$ cat src/common/seq_pkg.sv
// Purpose: Shared constants and types for the program sequencer
// Assumes: 14-bit instruction words, 11-bit program counter
// Notes: Register offsets are byte addresses on a 32-bit APB
package seq_pkg;
  localparam int PC_W = 11;
  localparam int STACK_DEPTH = 8;
  localparam int SP_W = 3;
  localparam int LVL_W = 4;
  localparam logic [LVL_W-1:0] STACK_FULL_LVL = 4'h8;
  localparam logic [PC_W-1:0] RESET_VECTOR = 11'h000;
  localparam logic [PC_W-1:0] INT_VECTOR = 11'h004;
  // Slow oscillator emulated as one phase per sixteen pclk
  localparam logic [3:0] SLOW_DIV_LAST = 4'hf;

  localparam logic [7:0] CTRL_OFF = 8'h00;
  localparam logic [7:0] PC_LOW_OFF = 8'h04;
  localparam logic [7:0] STATUS_OFF = 8'h08;
  localparam logic [7:0] ACC_OFF = 8'h0c;

  localparam int CTRL_RUN_BIT = 0;
  localparam int CTRL_SLOW_BIT = 1;
  localparam int CTRL_INTEN_BIT = 2;
  localparam logic [2:0] CTRL_RESET = 3'h1;

  localparam int ST_PC_LSB = 0;
  localparam int ST_FULL_BIT = 11;
  localparam int ST_PHASE_LSB = 12;
  localparam int ST_INTPEND_BIT = 16;

  localparam logic [2:0] CLS_ALU = 3'h0;
  localparam logic [2:0] CLS_RETURN = 3'h2;
  localparam logic [2:0] CLS_JMP = 3'h6;
  localparam logic [2:0] CLS_CALL = 3'h7;

  localparam logic [2:0] OP_NOP = 3'h0;
  localparam logic [2:0] OP_MOV = 3'h1;
  localparam logic [2:0] OP_ADD = 3'h2;
  localparam logic [2:0] OP_AND = 3'h3;
  localparam logic [2:0] OP_OR = 3'h4;
  localparam logic [2:0] OP_XOR = 3'h5;
  localparam logic [2:0] OP_SZ = 3'h6;
  localparam logic [2:0] OP_DSZ = 3'h7;

  typedef enum logic [3:0] {
    PH_T1 = 4'b0001,
    PH_T2 = 4'b0010,
    PH_T3 = 4'b0100,
    PH_T4 = 4'b1000
  } phase_t;

  // Jump and call targets are {op, lit}
  typedef struct packed {
    logic [2:0] cls;
    logic [2:0] op;
    logic [7:0] lit;
  } instr_t;
endpackage

$ cat src/verilog/program_sequencer_stack.sv
// Purpose: Four-phase program sequencer with return-address stack
// Assumes: Program memory answers imem_data by phase four of the fetch
// Notes: Registers on APB; stack and its pointer are hidden from software
//
// Decided for this implementation: the APB slave port and the address map.
`timescale 1ns/1ps
module program_sequencer_stack (
  input wire logic pclk, // System clock, 25 MHz
  input wire logic presetn, // Async reset, active low
  input wire logic ce, // Clock enable, freezes all state
  input wire logic psel, // APB select
  input wire logic penable, // APB enable
  input wire logic pwrite, // APB direction
  input wire logic [7:0] paddr, // APB byte address
  input wire logic [31:0] pwdata, // APB write data
  output logic [31:0] prdata, // APB read data
  output logic pready, // APB ready
  output logic pslverr, // APB error on unmapped address
  output logic [seq_pkg::PC_W-1:0] imem_addr, // Fetch address
  output logic imem_rd, // Fetch strobe
  input wire logic [13:0] imem_data, // Fetched word
  input wire logic int_req, // Interrupt request pulse
  output logic int_ack, // Interrupt acknowledge pulse
  output seq_pkg::phase_t instruction_clock_phases // Phase register, registered one pclk late
);
  import seq_pkg::*;

  phase_t phase_reg;
  logic [3:0] div_reg;
  logic tick;
  logic [2:0] ctrl_reg;
  logic [PC_W-1:0] pc_reg;
  instr_t fetch_reg;
  instr_t exec_reg;
  logic exec_valid_reg;
  logic flush_reg;
  logic pc_low_pend_reg;
  logic [7:0] pc_low_data_reg;
  logic int_flag_reg;
  logic [PC_W-1:0] stack_mem [STACK_DEPTH];
  logic [SP_W-1:0] top_reg;
  logic [LVL_W-1:0] level_reg;
  logic stack_full;
  logic t4;
  logic do_jmp, do_call, do_return, do_skip, do_pc_low, do_int;
  logic redirect;
  logic [PC_W-1:0] target;
  logic [PC_W-1:0] pop_addr;
  logic alu_skip;
  logic [7:0] acc;
  logic apb_acc;
  logic mapped;

  function automatic logic is_cls(input instr_t i, input logic [2:0] c);
    is_cls = (i.cls == c);
  endfunction

  // Slow source emulated by dividing pclk
  always_ff @(posedge pclk or negedge presetn)
  begin
    if (!presetn)
      div_reg <= 4'h0;
    else if (ce)
      div_reg <= (div_reg == SLOW_DIV_LAST) ? 4'h0 : div_reg + 4'h1;
  end

  assign tick = ce && ctrl_reg[CTRL_RUN_BIT] &&
                (!ctrl_reg[CTRL_SLOW_BIT] || div_reg == SLOW_DIV_LAST);
  assign t4 = tick && (phase_reg == PH_T4);

  always_ff @(posedge pclk or negedge presetn)
  begin
    if (!presetn)
      phase_reg <= PH_T1;
    else if (tick)
    begin
      case (phase_reg)
        PH_T1: phase_reg <= PH_T2;
        PH_T2: phase_reg <= PH_T3;
        PH_T3: phase_reg <= PH_T4;
        PH_T4: phase_reg <= PH_T1;
        default: phase_reg <= PH_T1;
      endcase
    end
  end

  always_ff @(posedge pclk or negedge presetn)
  begin
    if (!presetn)
      instruction_clock_phases <= PH_T1;
    else if (ce)
      instruction_clock_phases <= phase_reg;
  end

  // Execute-phase decisions; instruction effects outrank software and interrupts
  assign stack_full = (level_reg == STACK_FULL_LVL);
  assign do_jmp = t4 && exec_valid_reg && is_cls(exec_reg, CLS_JMP);
  assign do_call = t4 && exec_valid_reg && is_cls(exec_reg, CLS_CALL);
  assign do_return = t4 && exec_valid_reg && is_cls(exec_reg, CLS_RETURN);
  assign do_skip = t4 && exec_valid_reg && is_cls(exec_reg, CLS_ALU) && alu_skip;
  // Skip keeps the counter, so a low byte write or interrupt waits a phase four
  assign do_pc_low = t4 && pc_low_pend_reg && !(do_jmp || do_call || do_return || do_skip);
  assign do_int = t4 && int_flag_reg && ctrl_reg[CTRL_INTEN_BIT] && !stack_full &&
                  !(do_jmp || do_call || do_return || do_skip || do_pc_low);
  assign redirect = do_jmp || do_call || do_return || do_skip || do_pc_low || do_int;
  assign pop_addr = stack_mem[top_reg - 3'h1];

  always_comb
  begin
    target = pc_reg;
    if (do_jmp || do_call)
      target = {exec_reg.op, exec_reg.lit};
    else if (do_return)
      target = pop_addr;
    else if (do_pc_low)
      target = {pc_reg[PC_W-1:8], pc_low_data_reg};
    else if (do_int)
      target = INT_VECTOR;
  end

  // Counter advances at phase one, reloads at phase four on a redirect other than a skip
  always_ff @(posedge pclk or negedge presetn)
  begin
    if (!presetn)
      pc_reg <= RESET_VECTOR;
    else if (tick && phase_reg == PH_T1)
      pc_reg <= pc_reg + 11'h001;
    else if (redirect && !do_skip)
      pc_reg <= target;
  end

  always_ff @(posedge pclk or negedge presetn)
  begin
    if (!presetn)
    begin
      imem_addr <= RESET_VECTOR;
      imem_rd <= 1'b0;
    end
    else if (ce)
    begin
      imem_rd <= tick && (phase_reg == PH_T1);
      if (tick && phase_reg == PH_T1)
        imem_addr <= pc_reg;
    end
  end

  // Prefetch captured while the previous word executes
  always_ff @(posedge pclk or negedge presetn)
  begin
    if (!presetn)
      fetch_reg <= '0;
    else if (t4)
      fetch_reg <= instr_t'(imem_data);
  end

  always_ff @(posedge pclk or negedge presetn)
  begin
    if (!presetn)
    begin
      exec_reg <= '0;
      exec_valid_reg <= 1'b0;
    end
    else if (tick && phase_reg == PH_T1)
    begin
      exec_reg <= fetch_reg;
      exec_valid_reg <= !flush_reg;
    end
  end

  // Starts set so the empty prefetch after reset is never executed
  always_ff @(posedge pclk or negedge presetn)
  begin
    if (!presetn)
      flush_reg <= 1'b1;
    else if (redirect)
      flush_reg <= 1'b1;
    else if (tick && phase_reg == PH_T1)
      flush_reg <= 1'b0;
  end

  alu_acc u_alu (
    .pclk(pclk),
    .presetn(presetn),
    .ce(ce),
    .apply(t4 && exec_valid_reg && is_cls(exec_reg, CLS_ALU)),
    .op(exec_reg.op),
    .lit(exec_reg.lit),
    .acc(acc),
    .skip(alu_skip)
  );

  // Request stays latched while the stack is full
  always_ff @(posedge pclk or negedge presetn)
  begin
    if (!presetn)
      int_flag_reg <= 1'b0;
    else if (ce && int_req)
      int_flag_reg <= 1'b1;
    else if (do_int)
      int_flag_reg <= 1'b0;
  end

  always_ff @(posedge pclk or negedge presetn)
  begin
    if (!presetn)
      int_ack <= 1'b0;
    else if (ce)
      int_ack <= do_int;
  end

  // Circular stack: a push when full overwrites the oldest slot
  always_ff @(posedge pclk or negedge presetn)
  begin
    if (!presetn)
    begin
      top_reg <= '0;
      level_reg <= '0;
    end
    else if (do_call || do_int)
    begin
      top_reg <= top_reg + 3'h1;
      if (!stack_full)
        level_reg <= level_reg + 4'h1;
    end
    else if (do_return)
    begin
      top_reg <= top_reg - 3'h1;
      if (level_reg != 4'h0)
        level_reg <= level_reg - 4'h1;
    end
  end

  always_ff @(posedge pclk)
  begin
    if (do_call || do_int)
      stack_mem[top_reg] <= imem_addr;
  end

  // APB slave: one wait state, every access answered
  assign apb_acc = psel && penable && !pready;
  assign mapped = (paddr == CTRL_OFF) || (paddr == PC_LOW_OFF) ||
                  (paddr == STATUS_OFF) || (paddr == ACC_OFF);

  always_ff @(posedge pclk or negedge presetn)
  begin
    if (!presetn)
    begin
      pready <= 1'b0;
      pslverr <= 1'b0;
      prdata <= 32'h0000_0000;
    end
    else if (ce)
    begin
      pready <= apb_acc;
      pslverr <= apb_acc && !mapped;
      prdata <= 32'h0000_0000;
      if (apb_acc && !pwrite)
      begin
        case (paddr)
          CTRL_OFF: prdata <= {29'h0, ctrl_reg};
          PC_LOW_OFF: prdata <= {24'h0, pc_reg[7:0]};
          STATUS_OFF:
          begin
            prdata[ST_PC_LSB +: PC_W] <= pc_reg;
            prdata[ST_FULL_BIT] <= stack_full;
            prdata[ST_PHASE_LSB +: 4] <= phase_reg;
            prdata[ST_INTPEND_BIT] <= int_flag_reg;
          end
          ACC_OFF: prdata <= {24'h0, acc};
          default: prdata <= 32'h0000_0000;
        endcase
      end
    end
  end

  always_ff @(posedge pclk or negedge presetn)
  begin
    if (!presetn)
      ctrl_reg <= CTRL_RESET;
    else if (ce && apb_acc && pwrite && paddr == CTRL_OFF)
      ctrl_reg <= pwdata[2:0];
  end

  // A new write in the consuming cycle stays pending
  always_ff @(posedge pclk or negedge presetn)
  begin
    if (!presetn)
    begin
      pc_low_pend_reg <= 1'b0;
      pc_low_data_reg <= 8'h00;
    end
    else if (ce && apb_acc && pwrite && paddr == PC_LOW_OFF)
    begin
      pc_low_pend_reg <= 1'b1;
      pc_low_data_reg <= pwdata[7:0];
    end
    else if (do_pc_low)
      pc_low_pend_reg <= 1'b0;
  end
endmodule

$ cat src/verilog/alu_acc.sv
// Purpose: Eight-bit ALU with accumulator and skip decision
// Assumes: apply is a one-cycle strobe at the execute phase
// Notes: skip is combinational from the current accumulator
`timescale 1ns/1ps
module alu_acc (
  input wire logic pclk, // System clock
  input wire logic presetn, // Async reset, active low
  input wire logic ce, // Clock enable
  input wire logic apply, // Execute strobe
  input wire logic [2:0] op, // Operation code
  input wire logic [7:0] lit, // Literal operand
  output logic [7:0] acc, // Accumulator
  output logic skip // Skip condition met
);
  import seq_pkg::*;

  logic [7:0] acc_next;

  always_comb
  begin
    acc_next = acc;
    skip = 1'b0;
    case (op)
      OP_MOV: acc_next = lit;
      OP_ADD: acc_next = acc + lit;
      OP_AND: acc_next = acc & lit;
      OP_OR: acc_next = acc | lit;
      OP_XOR: acc_next = acc ^ lit;
      OP_SZ: skip = (acc == 8'h00);
      OP_DSZ:
      begin
        acc_next = acc - 8'h01;
        skip = (acc == 8'h01);
      end
      default: acc_next = acc;
    endcase
  end

  always_ff @(posedge pclk or negedge presetn)
  begin
    if (!presetn)
      acc <= 8'h00;
    else if (ce && apply)
      acc <= acc_next;
  end
endmodule

$ cat config.mk
export PLATFORM = sky130hd
export DESIGN_NAME = program_sequencer_stack
export DESIGN_NICKNAME = d
export VERILOG_FILES = /design/src/common/seq_pkg.sv /design/src/verilog/program_sequencer_stack.sv /design/src/verilog/alu_acc.sv
export SDC_FILE = /design/constraint.sdc
export NUM_CORES = 1
export LEC_CHECK = 0
export BUFFER_PORTS_ARGS = -buffer_cell sky130_fd_sc_hd__clkbuf_2
export CAP_MARGIN = 20
export CORE_MARGIN = 2
export CORE_UTILIZATION = 37
export DETAILED_ROUTE_END_ITERATION = 16
export PLACE_DENSITY = 0.58
export SYNTH_ARGS = -nofsm -noshare
export SYNTH_HDL_FRONTEND = slang
export SYNTH_SLANG_ARGS = --single-unit
$ cat constraint.sdc
create_clock -name pclk -period 6.8 [get_ports pclk]
set_clock_uncertainty 0.1 [all_clocks]
set_input_delay 0.68 -clock pclk [delete_from_list [all_inputs] [get_ports pclk]]
set_output_delay 0.68 -clock pclk [all_outputs]
set_load 0.02 [all_outputs]
[Word-level counts from Yosys, hierarchy flattened]
Memory sizes are Yosys's and may differ from the RTL's.
Index checks and enable logic that the tools add are counted.
Cells by class
  add/subtract/negate cells: 8
  reductions and logical operators: 64
  eq/ne operators: 22
  bitwise operators: 3
  mux-type cells: 26
Operator list (number)
  $pmux 17 s4: 1
  $mux 11: 6
  $pmux 8 s6: 1
  $logic_and 1x1->1: 27
  $mux 4: 5
  $eq 3x3->1 const B: 6
  $mux 17: 1
  $eq 8x4->1 const B: 2
  $logic_not 8->1: 2
  $eq 4x4->1 const B: 3
  $pmux 4 s3: 1
  $reduce_bool 2->1: 6
  $add 11x1->11 const B: 1
  $logic_or 1x1->1: 10
  $eq 3x2->1 const B: 3
  $logic_not 1->1: 9
  $add 4x1->4 const B: 2
  $add 8x8->8: 1
  $and 8x8->8: 1
  $eq 8x1->1 const B: 1
  $eq 8x3->1 const B: 1
  $mux 1: 8
  $or 8x8->8: 1
  $reduce_bool 4->1: 2
  other kinds (18): 22
Word-level totals
  logic and storage cells: 150
  bits of input ports: 61
  register bits: 128
  RAM bits: 88
  memories: 1
  output and inout port bits: 51
Memories
  stack_mem: depth 8, width 11, read ports 1, clocked after memory_dff 0, wr ports 1, RTL line program_sequencer_stack.sv:40  | logic [PC_W-1:0] stack_mem [STACK_DEPTH];

[Depth between registers and ports, before layout]
  depth after elaboration: 20
  gate-level depth with buffers: 13
  gate-level depth less buffers: 13

[Cells and area by module]
From an unflattened synthesis, not the netlist that was laid out.
Unflattened totals
  cells, all modules: 860
  area total of the unflattened synthesis: 9776.9 um^2
Modules (own cells, without submodules)
  program_sequencer_stack: instances 1, sequential area each 5275.1 um^2, cells an instance 674, area an instance 8400.6 um^2
  alu_acc: instances 1, sequential area each 200.2 um^2, cells an instance 186, area an instance 1376.3 um^2

[Worst setup path after synthesis]
Ideal clock, no wire load.
  path kind: reg2reg
  start: register top_reg[0]
  end: register pc_reg[3]
  slack: 3.782 ns
  data required time: 6.576 ns
  data arrival time: 2.795 ns
  stages on the path, launching flop included: 11
  path buffers: 4
  clock period less this slack: 3.018 ns
  setup time: 0.124 ns
  path through: dfrtp_1 buf_2 buf_1 inv_1 ha_1 clkbuf_1 clkbuf_1 mux4_2 mux2i_1 o22ai_1 a211o_1
On the way
  cells in the longest elaborated chain, start to end: 6
Ends and longest elaborated chain
  start, declared: RTL line program_sequencer_stack.sv:41  | logic [SP_W-1:0] top_reg;
  start signal, assigned: RTL line program_sequencer_stack.sv:221  | top_reg <= top_reg + 3'h1;
  start signal, assigned: RTL line program_sequencer_stack.sv:227  | top_reg <= top_reg - 3'h1;
  $sub 3x1->3: RTL line program_sequencer_stack.sv:106  | assign pop_addr = stack_mem[top_reg - 3'h1];
  $mem_v2 8x11
  $mux 11: RTL line program_sequencer_stack.sv:113  | else if (do_return)
  $mux 11: RTL line program_sequencer_stack.sv:111  | if (do_jmp || do_call)
  $mux 11: RTL line program_sequencer_stack.sv:128  | else if (redirect && !do_skip)
  $mux 11: RTL line program_sequencer_stack.sv:126  | else if (tick && phase_reg == PH_T1)
  end signal, assigned: RTL line program_sequencer_stack.sv:127  | pc_reg <= pc_reg + 11'h001;
  end signal, assigned: RTL line program_sequencer_stack.sv:129  | pc_reg <= target;
  end, declared: RTL line program_sequencer_stack.sv:32  | logic [PC_W-1:0] pc_reg;
Every way passes these cells. The select of a mux whose other input is x is not followed.
A chain may end at the register's enable or synchronous reset.

[Final worst setup path]
  start: register phase_reg[2]
  end: memory stack_mem[6][1], enable pin
On the way
  cells in the longest elaborated chain, start to end: 15
  elaborated cells on any way between the ends: 23
  those cells by class: 1 x eq/ne; 2 x mux; 20 x reduce/logical
Ends and longest elaborated chain
  start, declared: RTL line program_sequencer_stack.sv:28  | phase_t phase_reg;
  start signal, assigned: RTL line program_sequencer_stack.sv:74  | phase_reg <= PH_T1;
  start signal, assigned: RTL line program_sequencer_stack.sv:78  | PH_T1: phase_reg <= PH_T2;
  start signal, assigned: RTL line program_sequencer_stack.sv:79  | PH_T2: phase_reg <= PH_T3;
  $eq 4x4->1 *: RTL line program_sequencer_stack.sv:69  | assign t4 = tick && (phase_reg == PH_T4);
  $logic_and 1x1->1 *: RTL line program_sequencer_stack.sv:69
  $logic_and 1x1->1
  $logic_and 1x1->1, on equally long branches: RTL line program_sequencer_stack.sv:97, program_sequencer_stack.sv:98
  $logic_or 1x1->1 (3 in series): RTL line program_sequencer_stack.sv:102, program_sequencer_stack.sv:104
  $logic_not 1->1: RTL line program_sequencer_stack.sv:102  | assign do_pc_low = t4 && pc_low_pend_reg && !(do_jmp || do_call || do_return || do_skip);
  $logic_and 1x1->1: RTL line program_sequencer_stack.sv:102
  $logic_or 1x1->1: RTL line program_sequencer_stack.sv:104  | !(do_jmp || do_call || do_return || do_skip || do_pc_low);
  $logic_not 1->1: RTL line program_sequencer_stack.sv:104
  $logic_and 1x1->1: RTL line program_sequencer_stack.sv:103  | assign do_int = t4 && int_flag_reg && ctrl_reg[CTRL_INTEN_BIT] && !stack_full &&
  $logic_or 1x1->1 *: RTL line program_sequencer_stack.sv:235  | if (do_call || do_int)
  $mux 1 *: RTL line program_sequencer_stack.sv:235
  $mux 1 (not written as such) *: RTL line program_sequencer_stack.sv:236  | stack_mem[top_reg] <= imem_addr;
  end, declared: RTL line program_sequencer_stack.sv:40
Mark *: on every way between the ends. The rest lies on a longest branch, timed or not.

==> summary by stage <==
Synthesis
The fraction of synthesized area in multiplexers is under 10%. The simple-gate share of the synthesized area is between 10% and 20%. After Yosys synthesis, full adders, half adders and majority gates account for 3.45% of the synthesized area.

In this run the mean area of a mapped cell was ~12 um2. The leading register cell type out of synthesis is sky130_fd_sc_hd__dfrtp_1. After synthesis the netlist holds a flip-flop and latch count of 201. The count of unique library cells instantiated by Yosys is 77. The count of warnings emitted by yosys is 0.

The mapped netlist covers ~0.0096 mm2. The count of flip-flops with a built-in enable after synthesis is between 80 and 90. Sequential cells were found to cover a little under three fifths of the synthesized design area.

Summing the areas of all compound-gate instances in the mapped netlist gives between 10% and 20% of the synthesized area. The fraction of synthesis flops using an asynchronous set or reset pin is between 50% and 60%. The cell count after synthesis came out at about 800. By area, the combinational part of the netlist is dominated by compound AO/OA/AOI/OAI gates. The share of the synthesized netlist area taken by xor and xnor gates is 1.82%.

Global route
The largest net degree at the start of global routing is 64. Summed over all layers, the global routing overflow is 0. The number of antenna violations at the first check in global routing is 0.

The first global-routing pass estimated ~36,000 um of wire. Across every metal layer, demand over resource in global routing totals roughly 17%. The number of global-route vias before repair was 6,305.

Die
The overall die area is roughly 0.027 mm2. The floorplan has 59 rows. The floorplan step set the die height to between 150 and 200 um. The top-level I/O count is approximately 110. The die is ~170 um wide. In this run the standard cell core region covers between 0.02 and 0.03 mm2. Once the floorplan was initialized, standard cells occupied a little under two fifths of the core.

Drt
The first detailed-routing pass ran for 5 iterations. The average wire per standard cell is 18.0 um. After detailed routing, the number of vias per cell comes to 5.22.

After the first detailed-routing iteration, the DRC count stood at between 300 and 400. After detailed routing, the number of remaining DRC violations is 0. Across all layers, the routed design uses between 6,000 and 7,000 vias. The detail route stage leaves a number of antenna-violating nets equal to 0.

The total routed wirelength is 22,100 um.

Setup path
The gate family responsible for the most delay along the worst path is simple AND/OR/NAND/NOR gates. The worst setup path is captured at a register. Among all stages on the critical path, the largest delay is contributed by sky130_fd_sc_hd__a211oi_4. The count of buffering cells on the critical path with inverters included is 0. Walking the worst path, the cells encountered are or4b_4, a211oi_4, nand3_2, nand2_4, nand2_1, nor2_1.

For this run, the slowest stage of the critical path takes 0.83 ns. The critical path is of the reg2reg type. The critical path arrival is between 3 and 4 ns.

The largest fanout on the critical path is 23. The required arrival time at the worst endpoint is approximately 6.8 ns. The worst setup path is launched from a register.

STA
The max-slew violation count is 0. Setup violations remaining at the end of the flow were counted as 0. The routed design could run at a clock period as short as between 3 and 4 ns. The final period utilization is about 56%. The maximum achievable frequency is between 200 and 300 MHz. The tightest slew margin relative to the limit is between 30% and 40%. After routing, the total negative slack on setup checks comes to 0 ns. For the pin with the worst max-slew slack, the measured transition is 1.04 ns. Setup repair after global routing left no endpoint under its margin. The hold violation total from the final report is 0.

Layout
0 antenna diodes ended up in the layout. The most common cell after layout, fill and taps aside is sky130_fd_sc_hd__nand2_1. For this run, the share of the core covered by cells in the final layout is 42.6%. The final layout contains around 960 nets. The area growth from synthesis to layout is 14.3%. The fraction of final layout cells with drive strength greater than 1 is 19.7%. The top register by number of flip-flops is stack_mem. The combined flip-flop and latch cell area is roughly 0.0055 mm2. The combined area of the multi-input logic cells is 0.00382 mm2. The number of inserted filler cells in the final layout is around 2,500. The largest registers in the layout are stack_mem: 88 flops, prdata: 17 flops. The register with the most flip-flops in the layout has 88 of them. The library cells used most frequently in the layout, excluding fill and tap cells, are 136 x sky130_fd_sc_hd__nand2_1, 109 x sky130_fd_sc_hd__dfrtp_1, 88 x sky130_fd_sc_hd__edfxtp_1.

Clock tree
In this run, post-CTS hold repair placed 0 buffers. The clock net sink count is around 200. The number of buffers created by CTS is 23. The clock network latency to the later pin of the worst-skew pair is 0.52 ns.

The number of setup buffers added after CTS is 0. The TritonCTS clock tree is built. In this run the number of H-tree levels came out at 1. In this run the deepest clock path goes through 3 buffers. The clock root buffer is sky130_fd_sc_hd__clkbuf_16. After clock tree synthesis, the repair step resized 0 gates. The clock transition time at the flip-flop clock pins of the worst setup and hold paths is roughly 0.060 ns.

Power
The maximum VDD drop is between 0.15 and 0.2 mV. The static power due to leakage is 0.00465 uW. In this run the power density over the cells is about 230 mW/mm2. The total power draw is between 2000 and 3000 uW.

Placement
The congestion estimate from routability-driven global placement came to about 0.86. The count of port buffers added during placement is roughly 70. Summed over all nets, the half-perimeter wirelength after detailed placement is 15,500 um.

Flow run
Max-cap violations in this run came to 0.

Status
The flow ran to the end, and the final reports show no timing, DRC or antenna violations.

Worst hold path
The worst min-delay path category is in2async.
==> layer usage <==
| metal | routed length, um | track usage, % | vias up |
|---|---|---|---|
| met5 | 0 | 0 | - |
| met4 | 480 | 4.11 | 0 |
| met3 | 1030 | 2.62 | 32 |
| met2 | 10100 | 26.1 | 166 |
| met1 | 10500 | 24.1 | 3139 |
| li1 | - | - | 3073 |
==> worst paths after layout <==
check                      slack [ns]  cells after the start                         to                      start
min reg2reg                      0.37                      2   exec_reg[11]$_DFFE_PN0P_  fetch_reg[11]$_DFFE_PN0N_
min                              0.15                      1     prdata[14]$_DFFE_PN0P_                    presetn
max in group asynchronous        5.25                      2   fetch_reg[6]$_DFFE_PN0N_                    presetn
min in group pclk                0.26                      3   fetch_reg[0]$_DFFE_PN0N_               imem_data[0]
max                              2.96                      6  stack_mem[6][1]$_DFFE_PP_   phase_reg[2]$_DFFE_PN0N_
max reg2reg                      2.96                      6  stack_mem[6][1]$_DFFE_PP_   phase_reg[2]$_DFFE_PN0N_
==> cell usage after synthesis (3+ instances only) <==
| master | number | area share, % |
|---|---|---|
| sky130_fd_sc_hd__mux2_2 | 22 | 2.6 |
| sky130_fd_sc_hd__a221oi_1 | 3 | 0.27 |
| sky130_fd_sc_hd__buf_4 | 16 | 1.2 |
| sky130_fd_sc_hd__clkbuf_1 | 25 | 0.97 |
| sky130_fd_sc_hd__mux2i_1 | 13 | 1.4 |
| sky130_fd_sc_hd__a22o_1 | 15 | 1.4 |
| sky130_fd_sc_hd__mux4_2 | 22 | 5.1 |
| sky130_fd_sc_hd__dfrtp_1 | 109 | 28 |
| sky130_fd_sc_hd__nand2b_1 | 7 | 0.45 |
| sky130_fd_sc_hd__a21o_1 | 4 | 0.31 |
| sky130_fd_sc_hd__edfxtp_1 | 88 | 27 |
| sky130_fd_sc_hd__ha_1 | 25 | 3.2 |
| sky130_fd_sc_hd__o22ai_1 | 9 | 0.58 |
| sky130_fd_sc_hd__nor4b_1 | 4 | 0.36 |
| sky130_fd_sc_hd__o31ai_1 | 5 | 0.39 |
| sky130_fd_sc_hd__xor2_1 | 6 | 0.55 |
| sky130_fd_sc_hd__and3_1 | 4 | 0.26 |
| sky130_fd_sc_hd__o21ai_0 | 39 | 2.0 |
| sky130_fd_sc_hd__and2_1 | 6 | 0.39 |
| sky130_fd_sc_hd__a21oi_1 | 34 | 1.8 |
| sky130_fd_sc_hd__nor3_1 | 10 | 0.52 |
| sky130_fd_sc_hd__dfstp_2 | 4 | 1.1 |
| sky130_fd_sc_hd__a211oi_1 | 6 | 0.47 |
| sky130_fd_sc_hd__nor2_1 | 30 | 1.2 |
| sky130_fd_sc_hd__buf_1 | 3 | 0.12 |
| sky130_fd_sc_hd__o211a_1 | 3 | 0.31 |
| sky130_fd_sc_hd__o211ai_1 | 6 | 0.47 |
| sky130_fd_sc_hd__nand3_1 | 16 | 0.83 |
| sky130_fd_sc_hd__nand2_1 | 136 | 5.3 |
| sky130_fd_sc_hd__a31oi_1 | 4 | 0.26 |
| sky130_fd_sc_hd__a22oi_1 | 10 | 0.78 |
| sky130_fd_sc_hd__inv_1 | 30 | 1.2 |
| sky130_fd_sc_hd__buf_2 | 6 | 0.31 |
| sky130_fd_sc_hd__nand4_1 | 6 | 0.39 |
| sky130_fd_sc_hd__o2bb2ai_1 | 9 | 0.82 |
| sky130_fd_sc_hd__xnor2_1 | 14 | 1.3 |
==> power breakdown <==
part	internal (uW)	total, uW	switching, uW
logic	31.4	83.1	51.7
clock network	722	1200	482
registers	1280	1290	18.7
total	2030	2580	553
==> layout make-up <==
cell class / count / area share [%]
Tap cell: 335 / 3.81
Sequential cell: 201 / 49.7
Inverter: 33 / 1.15
Clock inverter: 6 / 0.625
Clock buffer: 35 / 6.10
Multi-Input combinational cell: 536 / 34.7
Timing Repair Buffer: 81 / 3.91
==> logic make-up after synthesis <==
group / count (synthesis)
adders and majority gates: 26
buffers and inverters: 84
AOI/OAI and AO/OA: 173
DFF: 201
muxes: 58
xor gates and xnor gates: 20
other: 1
and+or+nand+nor: 244
==> through the flow <==
step | hold slack (ns) | instances | instance area (um2) | setup slack (ns)
6_report | 0.151 | 1227 | 11000 | 2.96
5_1_grt | 0.210 | 1227 | 11000 | 2.64
4_1_cts | 0.175 | 1227 | 11000 | 2.91
3_5_place_dp | 0.358 | 1186 | 10300 | 2.53
3_3_place_gp | 0.356 | 1186 | 10300 | 2.59
2_1_floorplan | 0.284 | 821 | 9690 | 3.78
Note: power is estimated with default switching activity, not from simulation.
